<file path="src/logic/adc_ctl_pkg.sv">
/*
 package for the converter timing and format control block: register
 offsets, field positions, reset values and timing counts.
 assumes a 32-bit classic wishbone slave with word offsets.
*/
package adc_ctl_pkg;
    localparam logic [3:0] OFS_TIMING  = 4'h0;
    localparam logic [3:0] OFS_CONTROL = 4'h4;
    localparam logic [3:0] OFS_RESULT  = 4'h8;
    localparam logic [3:0] OFS_STATUS  = 4'hC;
    localparam logic [4:0] OFS_MASK    = 5'h10;

    localparam int JUSTIFY_BIT = 7;
    localparam int UNUSED_BIT  = 6;
    localparam int ACQ_LSB     = 3;
    localparam int CLK_LSB     = 0;
    localparam int START_BIT   = 0;
    localparam int PORT_CFG_LSB = 4;

    localparam logic [7:0] TIMING_RESET     = 8'h00;
    localparam logic [3:0] PORT_CFG_ANALOG  = 4'h0;
    localparam logic [3:0] PORT_CFG_DIGITAL = 4'h7;
    localparam logic [7:0] TIMING_WMASK     = 8'hBF;

    // instruction cycle is four oscillator cycles
    localparam int CLK_HZ          = 40000000;
    localparam int INSTR_CYCLE_NS  = 100;
    localparam int INSTR_CYCLES    =
        (INSTR_CYCLE_NS * (CLK_HZ / 1000000) + 999) / 1000;
    localparam int RC_HALF_PERIOD  = 40;
    localparam int CONV_BITS       = 10;
    localparam int CONV_TICKS      = 11;

    typedef enum logic [1:0] {
        ST_IDLE   = 2'b00,
        ST_DELAY  = 2'b01,
        ST_ACQ    = 2'b10,
        ST_CONV   = 2'b11
    } conv_state_e;
endpackage

</file>
<file path="src/logic/adc_timing_format_control.sv">
/*
 timing and format control for an analog-to-digital converter: holds the
 timing register, makes the conversion clock enable, sequences acquisition
 and conversion, formats the result, raises the done interrupt.
 assumes a classic wishbone master on sys_clk and an analog core that
 returns a 10-bit sample and takes hold/sample strobes.
*/
// The register addresses and the Wishbone interface to the registers were left to the implementer.
// Functional notes
// - at reset port config is 0000 with the strap high, else 0111.
// - timing bit 7 right-justifies the result when 1, left when 0.
// - timing bit 6 ignores writes and reads zero.
// - bits 5:3 pick 20,16,12,8,6,4,2 or 0 clock periods of acquisition.
// - clock codes 101,100,001,000 divide the oscillator by 16,4,8,2.
// - clock codes 111 and 011 pick the internal rc conversion clock.
// - with the rc clock one instruction cycle passes before it runs.
// - after start, sample for the acquisition time, then convert.
// - at the end the result loads, start clears and the done flag sets.
`timescale 1ns/10ps
module adc_timing_format_control (
    input  wire logic        sys_clk,
    input  wire logic        arst_n,
    input  wire logic        analog_on_reset_cfg,
    input  wire logic [31:0] wb_adr_i,
    input  wire logic [31:0] wb_dat_i,
    input  wire logic [3:0]  wb_sel_i,
    input  wire logic        wb_we_i,
    input  wire logic        wb_cyc_i,
    input  wire logic        wb_stb_i,
    input  wire logic [9:0]  sample_i,
    output logic      [31:0] wb_dat_o,
    output logic             wb_ack_o,
    output logic      [3:0]  port_analog_config,
    output logic             sampling,
    output logic             conv_tick,
    output logic             irq
);
    // full period in sys_clk cycles; 7 bits so divide by 64 and rc fit
    function automatic logic [6:0] div_period(input logic [2:0] code);
        unique case (code)
            3'b000: div_period = 7'h02;
            3'b001: div_period = 7'h08;
            3'b010: div_period = 7'h20;
            3'b100: div_period = 7'h04;
            3'b101: div_period = 7'h10;
            3'b110: div_period = 7'h40;
            default: div_period = 7'(2 * adc_ctl_pkg::RC_HALF_PERIOD);
        endcase
    endfunction

    function automatic logic [4:0] acq_periods(input logic [2:0] code);
        unique case (code)
            3'b111: acq_periods = 5'd20;
            3'b110: acq_periods = 5'd16;
            3'b101: acq_periods = 5'd12;
            3'b100: acq_periods = 5'd8;
            3'b011: acq_periods = 5'd6;
            3'b010: acq_periods = 5'd4;
            3'b001: acq_periods = 5'd2;
            default: acq_periods = 5'd0;
        endcase
    endfunction

    adc_ctl_pkg::conv_state_e state, next_state;
    logic [7:0]  timing, next_timing;
    logic [3:0]  port_cfg, next_port_cfg;
    logic        cfg_loaded, next_cfg_loaded;
    logic        strap_s1, strap_s2;
    logic [1:0]  sync_fill;
    logic        start, next_start;
    logic        done_flag, next_done_flag;
    logic        done_mask, next_done_mask;
    logic [15:0] result, next_result;
    logic [6:0]  div_cnt, next_div_cnt;
    logic        tick, next_tick;
    logic [4:0]  seq_cnt, next_seq_cnt;
    logic [31:0] rdata, next_rdata;
    logic        ack, next_ack;
    logic        rc_sel;
    logic        wr, rd;
    logic        done_evt;
    logic        adr_ok;

    assign rc_sel = (timing[2:0] == 3'b111) || (timing[2:0] == 3'b011);
    assign wr = wb_cyc_i && wb_stb_i && wb_we_i && !ack && wb_sel_i[0];
    assign rd = wb_cyc_i && wb_stb_i && !ack;
    // full decode: no aliases above the register window
    assign adr_ok = (wb_adr_i[31:5] == 27'h0);

    always_comb begin
        next_timing      = timing;
        next_port_cfg    = port_cfg;
        next_cfg_loaded  = cfg_loaded || sync_fill[1];
        next_start       = start;
        next_done_flag   = done_flag;
        next_done_mask   = done_mask;
        next_result      = result;
        next_div_cnt     = div_cnt;
        next_tick        = 1'b0;
        next_seq_cnt     = seq_cnt;
        next_state       = state;
        next_ack         = rd;
        next_rdata       = 32'h0000_0000;
        done_evt         = 1'b0;
        // strap trusted only once both sync stages hold it
        if (!cfg_loaded && sync_fill[1]) begin
            next_port_cfg = strap_s2 ? adc_ctl_pkg::PORT_CFG_ANALOG
                                     : adc_ctl_pkg::PORT_CFG_DIGITAL;
        end
        // conversion clock enable, halted while idle and during the rc delay
        if (state == adc_ctl_pkg::ST_IDLE
            || state == adc_ctl_pkg::ST_DELAY) begin
            next_div_cnt = 7'h00;
        end else if (div_cnt + 7'h01
                     >= div_period(timing[adc_ctl_pkg::CLK_LSB +: 3])) begin
            next_div_cnt = 7'h00;
            next_tick = 1'b1;
        end else begin
            next_div_cnt = div_cnt + 7'h01;
        end
        unique case (state)
            adc_ctl_pkg::ST_IDLE: begin
                if (start) begin
                    next_seq_cnt = 5'd0;
                    next_state = rc_sel ? adc_ctl_pkg::ST_DELAY
                                        : adc_ctl_pkg::ST_ACQ;
                end
            end
            adc_ctl_pkg::ST_DELAY: begin
                if (seq_cnt + 5'd1 >= 5'(adc_ctl_pkg::INSTR_CYCLES)) begin
                    next_seq_cnt = 5'd0;
                    next_state = adc_ctl_pkg::ST_ACQ;
                end else begin
                    next_seq_cnt = seq_cnt + 5'd1;
                end
            end
            adc_ctl_pkg::ST_ACQ: begin
                if (seq_cnt >= acq_periods(timing[5:3])) begin
                    next_seq_cnt = 5'd0;
                    next_state = adc_ctl_pkg::ST_CONV;
                end else if (tick) begin
                    next_seq_cnt = seq_cnt + 5'd1;
                end
            end
            adc_ctl_pkg::ST_CONV: begin
                if (tick) begin
                    next_seq_cnt = seq_cnt + 5'd1;
                end
                if (tick && seq_cnt + 5'd1 >= 5'(adc_ctl_pkg::CONV_TICKS)) begin
                    done_evt = 1'b1;
                    next_start = 1'b0;
                    next_state = adc_ctl_pkg::ST_IDLE;
                    next_result = timing[adc_ctl_pkg::JUSTIFY_BIT]
                        ? {6'h00, sample_i}
                        : {sample_i, 6'h00};
                end
            end
        endcase
        if (wr && adr_ok) begin
            if (wb_adr_i[4:0] == {1'b0, adc_ctl_pkg::OFS_TIMING}) begin
                next_timing = wb_dat_i[7:0] & adc_ctl_pkg::TIMING_WMASK;
            end
            if (wb_adr_i[4:0] == {1'b0, adc_ctl_pkg::OFS_CONTROL}) begin
                if (wb_dat_i[adc_ctl_pkg::START_BIT]) begin
                    next_start = 1'b1;
                end
                next_port_cfg = wb_dat_i[adc_ctl_pkg::PORT_CFG_LSB +: 4];
            end
            if (wb_adr_i[4:0] == {1'b0, adc_ctl_pkg::OFS_STATUS}
                && wb_dat_i[0]) begin
                next_done_flag = 1'b0;
            end
            if (wb_adr_i[4:0] == adc_ctl_pkg::OFS_MASK) begin
                next_done_mask = wb_dat_i[0];
            end
        end
        // set wins over a clear in the same cycle
        if (done_evt) begin
            next_done_flag = 1'b1;
        end
        if (rd && adr_ok) begin
            unique case (wb_adr_i[4:0])
                {1'b0, adc_ctl_pkg::OFS_TIMING}:
                    next_rdata = {24'h000000, timing & adc_ctl_pkg::TIMING_WMASK};
                {1'b0, adc_ctl_pkg::OFS_CONTROL}:
                    next_rdata = {24'h000000, port_cfg, 3'h0, start};
                {1'b0, adc_ctl_pkg::OFS_RESULT}:
                    next_rdata = {16'h0000, result};
                {1'b0, adc_ctl_pkg::OFS_STATUS}:
                    next_rdata = {31'h00000000, done_flag};
                adc_ctl_pkg::OFS_MASK:
                    next_rdata = {31'h00000000, done_mask};
                default:
                    next_rdata = 32'h0000_0000;
            endcase
        end
    end

    always_ff @(posedge sys_clk or negedge arst_n) begin
        if (!arst_n) begin
            strap_s1  <= 1'b0;
            strap_s2  <= 1'b0;
            sync_fill <= 2'h0;
        end else begin
            strap_s1  <= analog_on_reset_cfg;
            strap_s2  <= strap_s1;
            sync_fill <= {sync_fill[0], 1'b1};
        end
    end

    always_ff @(posedge sys_clk or negedge arst_n) begin
        if (!arst_n) begin
            state       <= adc_ctl_pkg::ST_IDLE;
            timing      <= adc_ctl_pkg::TIMING_RESET;
            port_cfg    <= adc_ctl_pkg::PORT_CFG_DIGITAL;
            cfg_loaded  <= 1'b0;
            start       <= 1'b0;
            done_flag   <= 1'b0;
            done_mask   <= 1'b0;
            result      <= 16'h0000;
            div_cnt     <= 7'h00;
            tick        <= 1'b0;
            seq_cnt     <= 5'd0;
            rdata       <= 32'h0000_0000;
            ack         <= 1'b0;
            irq         <= 1'b0;
            sampling    <= 1'b0;
        end else begin
            state       <= next_state;
            timing      <= next_timing;
            port_cfg    <= next_port_cfg;
            cfg_loaded  <= next_cfg_loaded;
            start       <= next_start;
            done_flag   <= next_done_flag;
            done_mask   <= next_done_mask;
            result      <= next_result;
            div_cnt     <= next_div_cnt;
            tick        <= next_tick;
            seq_cnt     <= next_seq_cnt;
            rdata       <= next_rdata;
            ack         <= next_ack;
            irq         <= next_done_flag && next_done_mask;
            sampling    <= next_state != adc_ctl_pkg::ST_CONV;
        end
    end

    assign wb_dat_o = rdata;
    assign wb_ack_o = ack;
    assign port_analog_config = port_cfg;
    assign conv_tick = tick;

    chk_done_clears_start: assert property (
        @(posedge sys_clk) disable iff (!arst_n)
        $rose(done_flag) |-> !start || $past(wr))
        else $error("start not cleared");
    chk_rc_delay_path: assert property (
        @(posedge sys_clk) disable iff (!arst_n)
        (state == adc_ctl_pkg::ST_IDLE && start && rc_sel)
        |=> state == adc_ctl_pkg::ST_DELAY) else $error("rc delay skipped");
    chk_bit6_zero: assert property (
        @(posedge sys_clk) disable iff (!arst_n)
        !timing[adc_ctl_pkg::UNUSED_BIT]) else $error("bit 6 set");
    chk_no_acq_zero: assert property (
        @(posedge sys_clk) disable iff (!arst_n)
        (state == adc_ctl_pkg::ST_ACQ && timing[5:3] == 3'b000)
        |=> state == adc_ctl_pkg::ST_CONV) else $error("zero acq waited");
    chk_div2_tick: assert property (
        @(posedge sys_clk) disable iff (!arst_n)
        (tick && timing[2:0] == 3'b000 && $stable(timing)
         && state == adc_ctl_pkg::ST_CONV && !done_evt)
        |=> !tick ##1 tick) else $error("div2 period wrong");
    chk_port_cfg_strap: assert property (
        @(posedge sys_clk) disable iff (!arst_n)
        (!cfg_loaded && sync_fill[1]) |=> port_cfg == ($past(strap_s2)
            ? adc_ctl_pkg::PORT_CFG_ANALOG : adc_ctl_pkg::PORT_CFG_DIGITAL)
            || $past(wr)) else $error("strap load wrong");
    chk_justify_right: assert property (
        @(posedge sys_clk) disable iff (!arst_n)
        (done_evt && timing[7]) |=> result == {6'h00, $past(sample_i)})
        else $error("right justify wrong");
    chk_acq_before_conv: assert property (
        @(posedge sys_clk) disable iff (!arst_n)
        $rose(state == adc_ctl_pkg::ST_CONV)
        |-> $past(state) == adc_ctl_pkg::ST_ACQ)
        else $error("conv without acq");
    cov_rc_conv: cover property (@(posedge sys_clk) disable iff (!arst_n)
        state == adc_ctl_pkg::ST_DELAY ##[1:20] state == adc_ctl_pkg::ST_ACQ);
    cov_done: cover property (@(posedge sys_clk) disable iff (!arst_n)
        done_evt);
    cov_irq: cover property (@(posedge sys_clk) disable iff (!arst_n)
        $rose(irq));
endmodule // adc_timing_format_control

</file>
<file path="config.mk">
export PLATFORM = sky130hd
export DESIGN_NAME = adc_timing_format_control
export DESIGN_NICKNAME = d
export VERILOG_FILES = /design/src/logic/adc_ctl_pkg.sv /design/src/logic/adc_timing_format_control.sv
export SDC_FILE = /design/constraint.sdc
export NUM_CORES = 1
export LEC_CHECK = 0
export BUFFER_PORTS_ARGS = -buffer_cell sky130_fd_sc_hd__buf_2
export CELL_PAD_IN_SITES_DETAIL_PLACEMENT = 0
export CELL_PAD_IN_SITES_GLOBAL_PLACEMENT = 1
export CORE_MARGIN = 8
export CORE_UTILIZATION = 41
export CTS_CLUSTER_DIAMETER = 60
export DETAILED_ROUTE_END_ITERATION = 8
export GPL_TIMING_DRIVEN = 0
export PLACE_DENSITY_LB_ADDON = 0.05
export SLEW_MARGIN = 20
export SYNTH_ARGS = -nofsm -noshare
export SYNTH_HDL_FRONTEND = slang
export SYNTH_SLANG_ARGS = --single-unit
</file>
<file path="constraint.sdc">
create_clock -name sys_clk -period 3 [get_ports sys_clk]
set_input_delay 0.3 -clock sys_clk [delete_from_list [all_inputs] [get_ports sys_clk]]
set_output_delay 0.3 -clock sys_clk [all_outputs]
set_load 0.02 [all_outputs]
</file>
### Word-level counts from Yosys, hierarchy flattened

Cells that the tools add are included.

* register bits: 85
* output and inout port bits: 40
* logic and storage cells: 107

* $add $sub $neg: 2
* $lt $le $gt $ge: 4
* equality and inequality tests: 23
* multiplexer cells: 38
* reduce and logical (&&, ||, !) cells: 22

Operator list (number)
* $pmux W16 S5: 1
* $pmux W7 S6: 1
* $pmux W5 S7: 1
* $mux W16: 2
* $logic_not A27 Y1: 1
* $mux W5: 5
* $eq A3 B3 Y1 const B: 8
* $mux W7: 3
* $pmux W5 S4: 1
* $mux W1: 14
* $eq A3 B2 Y1 const B: 4
* $mux W4: 3
* $logic_and A1 B1 Y1: 11
* $eq A5 B4 Y1 const B: 2
* $mux W2: 5
* $pmux W2 S4: 1
* $add A7 B1 Y7 const B: 1
* $ge A7 B7 Y1: 1
* $eq A3 B1 Y1 const B: 2
* $add A5 B1 Y5 const B: 1
* $eq A5 B3 Y1 const B: 1
* $eq A5 B5 Y1 const B: 1
* $ge A5 B3 Y1 const B: 1
* $ge A5 B4 Y1 const B: 1
* 11 further kinds: 17

### Longest topological paths before layout

* depth in word-level cells: 8
* depth in mapped cells: 10
* mapped depth without buffers: 10

### Worst setup path before layout

OpenSTA, ideal clock, no wires.

* path kind: register to register
* from: register div_cnt[0]
* to: register div_cnt[2]
* library setup time: 0.144 ns
* arrival: 1.865 ns
* required time: 2.856 ns
* slack: 0.991 ns
* cell stages (with the launch flop): 11
* period minus slack after synthesis: 2.009 ns
* path through: dfrtp_1 -> ha_1 -> nand2_1 -> nor2_1 -> xor2_1 -> ha_1 -> nor2_1 -> a21oi_1 -> inv_1 -> o21ai_0 -> nor2b_1

* cells in the longest elaborated chain, start to end: 4

RTL lines
* start: declaration: RTL line adc_timing_format_control.sv:74 `logic [6:0] div_cnt, next_div_cnt;`
* start signal: assignment: RTL line adc_timing_format_control.sv:237 `div_cnt <= next_div_cnt;`
* $add A7 B1 Y7 (*): RTL line adc_timing_format_control.sv:114, adc_timing_format_control.sv:119
* $ge A7 B7 Y1: RTL line adc_timing_format_control.sv:115 `>= div_period(timing[adc_ctl_pkg::CLK_LSB +: 3])) begin`
* $mux W7 (*): RTL line adc_timing_format_control.sv:114 `end else if (div_cnt + 7'h01`
* $mux W7 (*): RTL line adc_timing_format_control.sv:111 `if (state == adc_ctl_pkg::ST_IDLE`
* net next_div_cnt[2]: RTL line adc_timing_format_control.sv:74

Mark *: on every way through the listed nets, which the timed path passes. The rest lies on a longest branch.
A chain may end at the register's enable or synchronous reset.

### Worst setup path in the final report

* from: register div_cnt[0]
* to: register div_cnt[5]

The elaborated chain is that of the path after synthesis.

==> flow_metrics.tcl <==
set metrics [dict create \
    cts.reportedPaths.clkPinSlew_ns 0.08 \
    finalCriticalPeriod_ns 2.36 \
    drt_iter0_drc 97 \
    post-dp-hpwl_um 6370 \
    crit_arrival_ns 2.56 \
    nNetsFinal 533 \
    layout_commonest_cell "buf_2" \
    rr_startpoint "div_cnt[0]" \
    initial_core_util_pct 41.6 \
    setup_slack_ns 0.642 \
    cts_root_buf "clkbuf_8" \
    yosysSeqAreaShare_pct 48.4 \
    hold_path_class "primary input to register" \
    post-place-ws_ns 0.608 \
    hold_depth 1 \
    gp_congestion 0.739 \
    grt_usage_pct 14.5 \
    hold_violations 0 \
    design_area_um2 4430 \
    fin_crit_sh_pct 78.6 \
    vias 2702 \
    final_cell_mix "buf_2 (84), dfrtp_1 (66), nand2_1 (24)" \
    dr.pass1.iters 4 \
    ctsResizeCount 0 \
    crit_fanout 7 \
    drc 0 \
    peakVddDrop_mv 0.300 \
    dieArea_um2 12000 \
    io_buffers 80 \
    ant_nets 0 \
    area_growth_pct 24.0 \
    slew_headroom_pct 50.6 \
    setup_tns_ns 0 \
    post_dp_cell_area_um2 4190 \
    min_from "analog_on_reset_cfg" \
    die_y_um 109 \
    synth_cell_types 55 \
    grt_max_degree 51 \
    worst_ep_required_time_ns 3.20 \
    routed_wl_um 8320 \
    synth_edf_count 0 \
    grt-ovfl-total 0 \
    cp-start-kind "register" \
    min_to "strap_s1" \
    post_cts_buffers 0 \
    cts.sinks 69 \
    cts_tree "yes" \
    grt_pass1_wl_um 13800 \
    pwr_density_cell_nw_per_um2 445 \
    multi_input_area_um2 1640 \
    setup_violations 0 \
    rrSetupSlack_ns 0.64 \
    diodes 0 \
    power.leakage_uw 0.00225 \
    routedWlPerCell_um 15.2 \
    cts_buffers 9 \
    synth_seq_cells 69 \
    cp-end-kind "register" \
    layout-drive-gt1-share_pct 33.1 \
    total_power_uw 1970 \
    cap_violations 0 \
    io_pins 124 \
    yosys_warnings 0 \
    reg2regPathDepth 10 \
    num-fill-cells 839 \
    coreArea_um2 8590 \
    fmaxAchievable_mhz 424 \
    finish.utilization_pct 51.5 \
    clk_latency_ns 0.34 \
    slew_viol_final 0 \
    antenna_found_initial 0 \
    grt_pass1_vias 2832 \
    path_class "register to register" \
    r2r_end "div_cnt[5]" \
    synthArstFlopShare_pct 100 \
    die-width_um 109 \
    register_area_um2 1730 \
    status "completed" \
    cts_htree_levels 3 \
    vias_per_cell 4.92 \
    grt_setup_unrepaired "no" \
    worst_slew_pin_slew_ns 0.734 \
    finClkSkew_ns 0.0107 \
    synth_area_um2 3570 \
    syn_inst 328 \
    syn_avg_cell_area_um2 10.9 \
    ys.flop_type "dfrtp_1" \
    clockBufferDepth 2 \
    rows 34 \
]
## registers in the layout (all words and copies together), names as in the netlist
| register | cells |
|---|---|
| div_cnt | 7 |
| port_analog_config | 4 |
| done_mask | 1 |
| strap_s1 | 1 |
| sync_fill | 2 |
| start | 1 |
| timing | 7 |
| sampling | 1 |
| done_flag | 1 |
| conv_tick | 1 |
| wb_dat_o | 16 |
| seq_cnt | 5 |
| result | 16 |
| cfg_loaded | 1 |
| strap_s2 | 1 |
| wb_ack_o | 1 |
| state | 2 |
| irq | 1 |
## per-stage QoR
stage                     instances  hold WS, ns
after floorplan                 343      0.00441
after global placement          531        0.333
after detailed placement        532        0.211
after CTS                       549       0.0635
after global routing            549       0.0569
final                           549       0.0730
## final cells by class
type,instances,share of cell area [%]
inverter,18,1.53
sequential,69,39.1
clock buffer,10,3.11
clock inverter,6,1.95
timing repair buffer,82,9.95
tap,108,3.05
buffer,29,4.29
multi-input combinational,227,37.0
## per-layer routing
layer | share of wire (%) | global-route usage (%) | vias to the layer above
met5 | 0 | 0 | -
met4 | 1.0 | 4.05 | 0
met3 | 8.9 | 4.40 | 11
met2 | 45 | 22.7 | 92
met1 | 46 | 19.2 | 1273
li1 | - | - | 1326
## how the worst max path moves through the flow
stage,from,end,slack [ns],depth (start not counted)
after detailed placement,div_cnt[0],div_cnt[5],0.61,10
after floorplan,div_cnt[0],div_cnt[2],0.99,10
after CTS,div_cnt[0],div_cnt[5],0.59,10
final,div_cnt[0],div_cnt[5],0.64,10
after global routing,div_cnt[0],div_cnt[2],0.34,10
after global placement,div_cnt[0],div_cnt[5],0.59,10
## power breakdown
| part | total [µW] | switching, µW | internal [µW] | leakage, µW |
|---|---|---|---|---|
| sequential | 961 | 10.6 | 950 | 0.000904 |
| combinational | 156 | 87.8 | 68.7 | 0.00123 |
| clock | 854 | 364 | 489 | 0.000112 |
| total | 1970 | 463 | 1510 | 0.00225 |
## Yosys cell counts, types with 2 or more instances
| cell | instances | area, µm² |
|---|---|---|
| dfrtp_1 | 66 | 1650 |
| and3_1 | 8 | 50.1 |
| nor4_2 | 4 | 50.1 |
| mux2_1 | 18 | 203 |
| xor2_1 | 4 | 35.0 |
| o21ai_0 | 7 | 35.0 |
| nand3_1 | 9 | 45.0 |
| nor2b_1 | 12 | 75.1 |
| clkbuf_1 | 5 | 18.8 |
| a21oi_1 | 10 | 50.1 |
| buf_2 | 5 | 25.0 |
| mux2i_1 | 13 | 130 |
| nand2_1 | 24 | 90.1 |
| o21ai_1 | 3 | 15.0 |
| buf_4 | 18 | 135 |
| conb_1 | 2 | 7.51 |
| and2_1 | 2 | 12.5 |
| mux2_2 | 5 | 56.3 |
| ha_1 | 13 | 163 |
| nand4_1 | 2 | 12.5 |
| nand4_2 | 3 | 37.5 |
| nor2_1 | 23 | 86.3 |
| a22oi_1 | 4 | 30.0 |
| nand2b_1 | 3 | 18.8 |
| xnor2_1 | 4 | 35.0 |
| o22ai_1 | 3 | 18.8 |
| a222oi_1 | 3 | 30.0 |
| nor4_1 | 2 | 12.5 |
| nor4_4 | 3 | 63.8 |
| dfstp_2 | 3 | 78.8 |
| nor3_1 | 6 | 30.0 |
| inv_1 | 18 | 67.6 |
## repair_timing
action                                  in CTS  in global routing
hold buffers                                 1                  0
endpoints found under the setup margin       0                  0
endpoints found under the hold margin       18                  0
## worst max-delay path, stage by stage, from the launching register on
cell and delay (ns):
dfrtp_1 0.43, ha_1 0.23, nand2_1 0.07, nor2_1 0.11, xor2_1 0.19, ha_1 0.19, nor2_1 0.06, a21oi_1 0.17
inv_1 0.07, o21ai_0 0.60, nor2b_1 0.10
## cell families after synthesis
| group | Yosys count | share of synthesized area (%) |
|---|---|---|
| AOI/OAI and AO/OA | 44 | 8.55 |
| xor gates and xnor gates | 8 | 1.96 |
| adders and majority gates | 13 | 4.55 |
| buffers and inverters | 47 | 7.22 |
| DFF | 69 | 48.4 |
| muxes | 36 | 10.9 |
| other | 2 | 0.210 |
| and+or+nand+nor | 109 | 18.2 |
(Power assumes the default switching activity.)
